### config.mk
export PLATFORM = sky130hd
export DESIGN_NAME = frfhp_top
export DESIGN_NICKNAME = d
export VERILOG_FILES = /design/src/rtl/frfhp_pkg.sv /design/src/rtl/frfhp_top.sv
export SDC_FILE = /design/constraint.sdc
export NUM_CORES = 1
export LEC_CHECK = 0
export ABC_AREA = 0
export BUFFER_PORTS_ARGS = -buffer_cell sky130_fd_sc_hd__buf_4
export CORE_ASPECT_RATIO = 1.25
export CORE_MARGIN = 10
export CORE_UTILIZATION = 45
export CTS_CLUSTER_SIZE = 8
export DETAILED_ROUTE_END_ITERATION = 12
export GPL_ROUTABILITY_DRIVEN = 0
export GPL_TIMING_DRIVEN = 0
export PLACE_DENSITY = 0.84
export SKIP_CTS_REPAIR_TIMING = 1
export SLEW_MARGIN = 20
export SYNTH_ARGS = -nofsm -noshare
export SYNTH_HDL_FRONTEND = slang
export SYNTH_SLANG_ARGS = --single-unit
export TNS_END_PERCENT = 5
### constraint.sdc
create_clock -name ref_clk_in -period 3.55 [get_ports ref_clk_in]
set_input_delay 0 -clock ref_clk_in [delete_from_list [all_inputs] [get_ports ref_clk_in]]
set_output_delay 0 -clock ref_clk_in [all_outputs]
set_load 0.02 [all_outputs]
### src/rtl/frfhp_pkg.sv
package frfhp_pkg;
  // Register byte addresses
  localparam logic [7:0] ADDR_CTRL    = 8'h00;
  localparam logic [7:0] ADDR_STATUS  = 8'h04;
  localparam logic [7:0] ADDR_IRQ_ST  = 8'h08;
  localparam logic [7:0] ADDR_IRQ_MSK = 8'h0C;
  // Field positions in second_control_word
  localparam int POS_CHAN     = 0;
  localparam int POS_THR      = 2;
  localparam int POS_TYPE     = 4;
  localparam int POS_POL      = 5;
  localparam int POS_DIR      = 6;
  localparam int POS_CONT     = 8;
  localparam logic [8:0] CTRL_RESET = 9'h030;
  // Interrupt event bit positions
  localparam int EV_TRIG  = 0;
  localparam int EV_READ  = 1;
  localparam int EV_WRITE = 2;
  localparam int EV_RSVD  = 3;
  localparam int EV_NUM   = 4;
  // Pulse width when no conversion clock runs (single mode)
  localparam int CLK_PERIOD_NS = 10;
  localparam int SINGLE_PULSE_NS = 20;
  localparam int SINGLE_PULSE_CYC =
    (SINGLE_PULSE_NS / CLK_PERIOD_NS) < 1 ? 1 : SINGLE_PULSE_NS / CLK_PERIOD_NS;

  typedef struct packed {
    logic chip_select_low_active_n;
    logic chip_select_high_active;
    logic rd_n;
    logic wr_n;
  } frfhp_pins_type;

  typedef struct packed {
    logic       continuous;
    logic       dir_sel;
    logic       flag_pol;
    logic       flag_type;
    logic [1:0] threshold_sel;
    logic [1:0] chan_cnt_m1;
  } frfhp_ctrl_type;

  typedef enum logic [2:0] {
    ST_CHECK,
    ST_LEVEL,
    ST_WAIT_EDGE,
    ST_PULSE,
    ST_DRAIN
  } frfhp_state_type;

  // Threshold count from select code and channel count; zero means reserved
  function automatic logic [3:0] frfhp_thr(input logic [1:0] sel, input logic [1:0] ch);
    logic [3:0] v;
    v = 4'h0;
    case (sel)
      2'h0: v = 4'(ch) + 4'h1;
      2'h1: v = (ch == 2'h2) ? 4'h6 : (ch == 2'h3) ? 4'h8 : 4'h4;
      2'h2: v = (ch == 2'h2) ? 4'h9 : (ch == 2'h3) ? 4'hC : 4'h8;
      default: v = (ch == 2'h0) ? 4'hE : (ch == 2'h3) ? 4'h0 : 4'hC;
    endcase
    return v;
  endfunction
endpackage

### src/rtl/frfhp_top.sv
`timescale 1ns/1ps
// Functional notes
// RULE1: Flag type bit 4 picks a static level (0) or a pulse (1).
// RULE2: Flag polarity bit 5 makes the flag active low (0) or active high (1).
// RULE3: The flag goes active as soon as the FIFO reaches the threshold count; a continuous-mode pulse waits for the next conversion clock rise.
// RULE4: In level form the flag drops at the start of the first threshold read.
// RULE5: The threshold is checked again only after threshold-count reads.
// RULE6: The host should choose level form in single conversion mode.
// RULE7: In continuous mode a pulse lasts half a conversion clock period.
// RULE8: No new pulse until the threshold-count values before the last one are read.
// RULE9: In direction-line mode the host holds the read input high.
// RULE10: An access starts when the last of both chip selects and the strobe is valid.
// RULE11: In write-strobe mode the read input is the FIFO read strobe.
// RULE12: Threshold count comes from the two-bit select and channel count; 4-channel top code reserved.
// RULE13: Direction-select bit 6 turns the write input into a read/write line and disables read.
// RULE14: In direction-line mode high means read and low means write.
module frfhp_top
  import frfhp_pkg::*;
#(
  parameter int LEVEL_W = 5
)(
  input  wire logic               ref_clk_in,
  input  wire logic               rst_in,
  input  wire frfhp_pins_type     host_pins_in,
  input  wire logic               conversion_clock_input_in,
  input  wire logic [LEVEL_W-1:0] fifo_level_in,
  input  wire logic [7:0]         reg_addr_in,
  input  wire logic [31:0]        reg_wdata_in,
  input  wire logic               reg_wr_in,
  input  wire logic               reg_rd_in,
  output logic [31:0]             reg_rdata_out,
  output logic                    sample_ready_flag_out,
  output logic                    fifo_pop_out,
  output logic                    data_oe_out,
  output logic                    ctrl_load_out,
  output logic                    irq_out
);

  // Registers
  frfhp_ctrl_type        ctrl_ff, nxt_ctrl;
  logic [EV_NUM-1:0]     irq_st_ff, nxt_irq_st;
  logic [EV_NUM-1:0]     irq_msk_ff, nxt_irq_msk;
  logic [31:0]           rdata_ff, nxt_rdata;
  frfhp_state_type       state_ff, nxt_state;
  logic [3:0]            rd_cnt_ff, nxt_rd_cnt;
  logic [3:0]            pw_cnt_ff, nxt_pw_cnt;
  logic                  active_ff, nxt_active;
  logic                  flag_ff, nxt_flag;
  logic                  conv_prev_ff;
  logic                  rd_int_ff, wr_int_ff;
  logic                  pop_ff, load_ff, irq_ff;

  // Decoded combinational terms
  logic                  cs_ok, rd_int, wr_int, rd_start, wr_start;
  logic                  conv_rise, conv_fall;
  logic [3:0]            thr;
  logic [EV_NUM-1:0]     events;
  logic                  trig_now;

  // Host strobe decode; last valid signal opens the access
  always_comb
  begin
    cs_ok = ~host_pins_in.chip_select_low_active_n
            & host_pins_in.chip_select_high_active;                    // [RULE10]
    if (ctrl_ff.dir_sel)
    begin
      // Read input is ignored here; the host ties it high
      rd_int = cs_ok & host_pins_in.wr_n;                              // [RULE13] [RULE14] [RULE9]
      wr_int = cs_ok & ~host_pins_in.wr_n;                             // [RULE14]
    end
    else
    begin
      rd_int = cs_ok & ~host_pins_in.rd_n & host_pins_in.wr_n;         // [RULE11]
      wr_int = cs_ok & ~host_pins_in.wr_n & host_pins_in.rd_n;         // [RULE11]
    end
    rd_start  = rd_int & ~rd_int_ff;                                   // [RULE10]
    wr_start  = wr_int & ~wr_int_ff;
    conv_rise = conversion_clock_input_in & ~conv_prev_ff;
    conv_fall = ~conversion_clock_input_in & conv_prev_ff;
    thr       = frfhp_thr(ctrl_ff.threshold_sel, ctrl_ff.chan_cnt_m1); // [RULE12]
    trig_now  = (thr != 4'h0) && (fifo_level_in >= LEVEL_W'(thr));     // [RULE3]
  end

  // Flag sequencer
  always_comb
  begin
    nxt_state  = state_ff;
    nxt_rd_cnt = rd_cnt_ff;
    nxt_pw_cnt = pw_cnt_ff;
    nxt_active = active_ff;
    // Reads count in every state but the check state
    if (state_ff != ST_CHECK && rd_start)
      nxt_rd_cnt = rd_cnt_ff + 4'h1;
    case (state_ff)
      ST_CHECK:
      begin
        nxt_rd_cnt = 4'h0;
        if (trig_now)
        begin
          if (!ctrl_ff.flag_type)
          begin
            nxt_state  = ST_LEVEL;                                     // [RULE1]
            nxt_active = 1'b1;                                         // [RULE3]
          end
          else if (ctrl_ff.continuous)
            nxt_state = ST_WAIT_EDGE;                                  // [RULE7]
          else
          begin
            nxt_state  = ST_PULSE;
            nxt_active = 1'b1;
            nxt_pw_cnt = 4'(SINGLE_PULSE_CYC);
          end
        end
      end
      ST_LEVEL:
      begin
        if (rd_start)
        begin
          nxt_active = 1'b0;                                           // [RULE4]
          nxt_state  = ST_DRAIN;
        end
      end
      ST_WAIT_EDGE:
      begin
        if (conv_rise)
        begin
          nxt_state  = ST_PULSE;
          nxt_active = 1'b1;
        end
      end
      ST_PULSE:
      begin
        // Continuous: high phase of the conversion clock is the pulse
        if (ctrl_ff.continuous ? conv_fall : (pw_cnt_ff <= 4'h1))
        begin
          nxt_active = 1'b0;                                           // [RULE7]
          nxt_state  = ST_DRAIN;
        end
        else
          nxt_pw_cnt = pw_cnt_ff - 4'h1;
      end
      default:
      begin
        if (nxt_rd_cnt >= thr)
          nxt_state = ST_CHECK;                                        // [RULE5] [RULE8]
      end
    endcase
    nxt_flag = nxt_active ~^ ctrl_ff.flag_pol;                         // [RULE2]
  end

  always_ff @(posedge ref_clk_in or posedge rst_in)
  begin
    if (rst_in)
    begin
      state_ff     <= ST_CHECK;
      rd_cnt_ff    <= 4'h0;
      pw_cnt_ff    <= 4'h0;
      active_ff    <= 1'b0;
      flag_ff      <= 1'b0;
      conv_prev_ff <= 1'b0;
      rd_int_ff    <= 1'b0;
      wr_int_ff    <= 1'b0;
    end
    else
    begin
      state_ff     <= nxt_state;
      rd_cnt_ff    <= nxt_rd_cnt;
      pw_cnt_ff    <= nxt_pw_cnt;
      active_ff    <= nxt_active;
      flag_ff      <= nxt_flag;
      conv_prev_ff <= conversion_clock_input_in;
      rd_int_ff    <= rd_int;
      wr_int_ff    <= wr_int;
    end
  end

  // Register port, events and interrupt
  always_comb
  begin
    events = '0;
    events[EV_TRIG]  = (state_ff == ST_CHECK) && trig_now;
    events[EV_READ]  = rd_start;
    events[EV_WRITE] = wr_start;
    events[EV_RSVD]  = (thr == 4'h0);
    nxt_ctrl    = ctrl_ff;
    nxt_irq_msk = irq_msk_ff;
    nxt_irq_st  = irq_st_ff;
    nxt_rdata   = 32'h0000_0000;
    if (reg_wr_in)
    begin
      if (reg_addr_in == ADDR_CTRL)
      begin
        nxt_ctrl.chan_cnt_m1   = reg_wdata_in[POS_CHAN +: 2];
        nxt_ctrl.threshold_sel = reg_wdata_in[POS_THR +: 2];
        nxt_ctrl.flag_type     = reg_wdata_in[POS_TYPE];
        nxt_ctrl.flag_pol      = reg_wdata_in[POS_POL];
        nxt_ctrl.dir_sel       = reg_wdata_in[POS_DIR];
        nxt_ctrl.continuous    = reg_wdata_in[POS_CONT];
      end
      else if (reg_addr_in == ADDR_IRQ_ST)
        nxt_irq_st = irq_st_ff & ~reg_wdata_in[EV_NUM-1:0];
      else if (reg_addr_in == ADDR_IRQ_MSK)
        nxt_irq_msk = reg_wdata_in[EV_NUM-1:0];
    end
    // Set wins over a clear in the same cycle
    nxt_irq_st = nxt_irq_st | events;
    if (reg_rd_in)
    begin
      if (reg_addr_in == ADDR_CTRL)
        nxt_rdata = {23'h0, ctrl_ff.continuous, 1'b0, ctrl_ff.dir_sel,
                     ctrl_ff.flag_pol, ctrl_ff.flag_type,
                     ctrl_ff.threshold_sel, ctrl_ff.chan_cnt_m1};
      else if (reg_addr_in == ADDR_STATUS)
        nxt_rdata = {12'h0, thr, 3'h0, 5'(fifo_level_in), rd_cnt_ff,
                     3'(state_ff), active_ff};
      else if (reg_addr_in == ADDR_IRQ_ST)
        nxt_rdata = {28'h0, irq_st_ff};
      else if (reg_addr_in == ADDR_IRQ_MSK)
        nxt_rdata = {28'h0, irq_msk_ff};
    end
  end

  always_ff @(posedge ref_clk_in or posedge rst_in)
  begin
    if (rst_in)
    begin
      // Fields picked from the register image; bit 7 has no storage
      ctrl_ff    <= '{continuous:    CTRL_RESET[POS_CONT],
                      dir_sel:       CTRL_RESET[POS_DIR],
                      flag_pol:      CTRL_RESET[POS_POL],
                      flag_type:     CTRL_RESET[POS_TYPE],
                      threshold_sel: CTRL_RESET[POS_THR +: 2],
                      chan_cnt_m1:   CTRL_RESET[POS_CHAN +: 2]};
      irq_st_ff  <= '0;
      irq_msk_ff <= '0;
      rdata_ff   <= 32'h0000_0000;
      pop_ff     <= 1'b0;
      load_ff    <= 1'b0;
      irq_ff     <= 1'b0;
    end
    else
    begin
      ctrl_ff    <= nxt_ctrl;
      irq_st_ff  <= nxt_irq_st;
      irq_msk_ff <= nxt_irq_msk;
      rdata_ff   <= nxt_rdata;
      pop_ff     <= rd_start;
      load_ff    <= wr_start;
      irq_ff     <= |(nxt_irq_st & nxt_irq_msk);
    end
  end

  assign reg_rdata_out         = rdata_ff;
  assign sample_ready_flag_out = flag_ff;
  assign fifo_pop_out          = pop_ff;
  assign data_oe_out           = rd_int_ff;
  assign ctrl_load_out         = load_ff;
  assign irq_out               = irq_ff;

  // Checks
  localparam int PW_MAX = 2;
endmodule

==> reports/results.ini <==
[power]
p_leak_nw = 1.769
power_density_nw_per_um2 = 409.9
vdd_drop_max_mv = 0.2464

[layout]
nNetsFinal = 406
layout-drive-gt1-share_pct = 31.07
layout_common_cells = buf_4 (66), dfrtp_1 (50), nor2_1 (20)
syn_to_final_growth_pct = 29.39
instances_no_fill = 420
fin_area_um2 = 3553
final_common_cell = buf_4
antenna_cells = 0

[drt]
wl_per_cell_um = 14.85
vias_per_cell = 4.933
wirelength_mm = 6.236
drc = 0
dr_total_vias = 2072
drtIter0Drc = 97
first_pass_iters = 7
ant_nets = 0

[placement]
dp_hpwl_mm = 5.003
placed_area_um2 = 3297
place_inst = 396
numPortBuffers = 50

[critical_path]
worstSetupPathType = reg2reg
cp-end-kind = register
rrSetupSlack_ns = 0.64
required_ns = 3.74
start_kind = register
cp-startpoint = ctrl_ff[0]
cp-endpoint = pw_cnt_ff[1]
reg2reg_from = ctrl_ff[0]
cp.arrival_ns = 3.09
regToRegEndpoint = pw_cnt_ff[1]
reg2reg_depth = 10
worst-path-max-fanout = 6

[floorplanning]
core_um2 = 5857
rows = 31
die_area_um2 = 9648
start_util_pct = 46.89
io_pins = 91
fp.dieW_um = 89.88
die_h_um = 107.3

[logic_synthesis]
syn_area_um2 = 2746
netlist_instances = 249
ys_seq_elements = 52
avgSynthCellArea_um2 = 11.03
synth-edff-count = 0
synth_cell_types = 55
ys.warnings.count = 0
synthArstFlopShare_pct = 100.0
seq_area_frac_synth_pct = 47.47
synth_ff_type = dfrtp_1

[timing]
hold_ws_ns = -0.02138
rsz0062_at_grt = false
finalHoldViolCount = 1
tightest_slew_ns = 1.061
fin_setup_tns_ns = 0
setup_viol = 0
skew_ns = 0.01074
relSlewSlack_pct = 29.12
fin_crit_ns = 2.908
timing.final.max_slew_violations = 0
finalCritPeriodShare_pct = 81.93
fmax_ghz = 0.3438

[global_routing]
grt_pass1_wl_mm = 9.887
overflow = 0
gr-max-usage-layer = met2
track_usage_pct = 12.46
grt_util_met3_pct = 3.419
grtUsageMet1_pct = 12.96
antenna_found_initial = 0
grt_max_degree = 34
met2_usage_pct = 23.60
grt_pass1_vias = 2116

[cts]
insertion_delay_ns = 0.31
clock_sinks = 52
path_clk_slew_ns = 0.10
cts_root_buf = clkbuf_8
htreeDepth = 2
cts_tree = done
cts_buffer_depth = 2
numCtsBuffers = 5

[worst_hold_path]
hold_depth = 3
hp-class = in2reg

[job]
cap_violations = 0

[outcome]
violations = negative hold slack
outcome = finished with violations

==> metrics by stage <==
stage	power (W)	util, %	setup WS (ns)	hold WS (ns)
2_1_floorplan	0.0009807	-	1.051	0.03143
3_3_place_gp	0.001079	55.95	0.7530	0.1407
3_5_place_dp	0.001102	56.29	0.6776	0.03249
4_1_cts	0.001458	57.94	0.6444	-0.3047
5_1_grt	0.001548	60.67	0.4786	0.0009272
6_report	0.001456	60.67	0.6416	-0.02138
==> routing by layer <==
metal  up-vias  routed length [um]
li1       1023                   -
met1       977                2443
met2        66                3421
met3         6                 325
met4         0                  46
met5         -                   0
==> sequential cells by signal, summed over array words and instances (netlist names), 3 cells and up <==
name / count
reg_rdata_out: 17
ctrl_ff: 8
irq_msk_ff: 4
irq_st_ff: 4
pw_cnt_ff: 4
rd_cnt_ff: 4
state_ff: 3
==> final cells by class <==
| class | instances | area (um2) |
|---|---|---|
| plain buffers | 20 | 143.9 |
| clock buffers | 6 | 82.58 |
| clock inverters | 2 | 13.76 |
| fillers | 486 | 2303 |
| inverters | 11 | 41.29 |
| multi-input cells | 180 | 1310 |
| flip-flops and latches | 52 | 1304 |
| well taps | 82 | 102.6 |
| repair buffers | 67 | 555.5 |
==> where the power goes <==
group / total (W) / switching (W) / internal [W]
Sequential: 0.000711 / 0.0000636 / 0.000647
Combinational: 0.000393 / 0.000214 / 0.000179
Clock: 0.000352 / 0.000193 / 0.000160
Total: 0.00146 / 0.000471 / 0.000986
==> cell families after synthesis <==
| group | after synthesis | share of synthesized area, % |
|---|---|---|
| adders and majority gates | 15 | 6.834 |
| other | 1 | 0.1365 |
| muxes | 20 | 8.109 |
| buffers and inverters | 31 | 6.743 |
| and+or+nand+nor | 84 | 17.68 |
| xor gates and xnor gates | 5 | 1.595 |
| DFF | 52 | 47.47 |
| AOI/OAI and AO/OA | 41 | 11.44 |
==> critical path, stage by stage (launching register included) <==
cell and delay (ns):
dfrtp_1 0.42, inv_1 0.11, ha_1 0.22, mux2_4 0.27, a21oi_2 0.26, ha_1 0.28, o21ai_0 0.07, a21oi_1 0.09
o31ai_2 0.59, o41ai_2 0.14, mux2_1 0.33
==> worst min-delay path by stage <==
stage | startpoint | endpoint | slack (ns)
floorplan | conversion_clock_input_in | conv_prev_ff | 0.03
global placement | conversion_clock_input_in | conv_prev_ff | 0.14
detailed placement | rst_in | reg_rdata_out[10] | 0.03
CTS | rst_in | reg_rdata_out[1] | -0.30
global route | reg_rd_in | reg_rdata_out[6] | 0.0009
finish | fifo_level_in[0] | reg_rdata_out[8] | -0.02
==> cells in the mapped netlist, drive strengths merged, types with 2 or more instances <==
cell type,count,area (um2)
a2111oi,2,17.52
a211oi,3,22.52
a21o,2,15.01
a21oi,7,38.79
a22o,2,17.52
a32o,3,30.03
and2,10,62.56
buf,18,136.4
clkbuf,2,7.510
dfrtp,50,1251
dfstp,2,52.55
ha,15,187.7
inv,11,41.29
mux2,15,172.7
mux2i,5,50.05
nand2,18,70.07
nand2b,8,50.05
nand3,6,35.03
nor2,20,75.07
nor2b,2,12.51
nor3,5,36.29
nor3b,3,22.52
nor4,4,40.04
o21ai,10,53.80
o22a,2,17.52
o31ai,2,20.02
o41ai,2,25.03
or3,2,12.51
xnor2,3,26.28
xor2,2,17.52
Note: power is estimated with default switching activity, not from simulation.
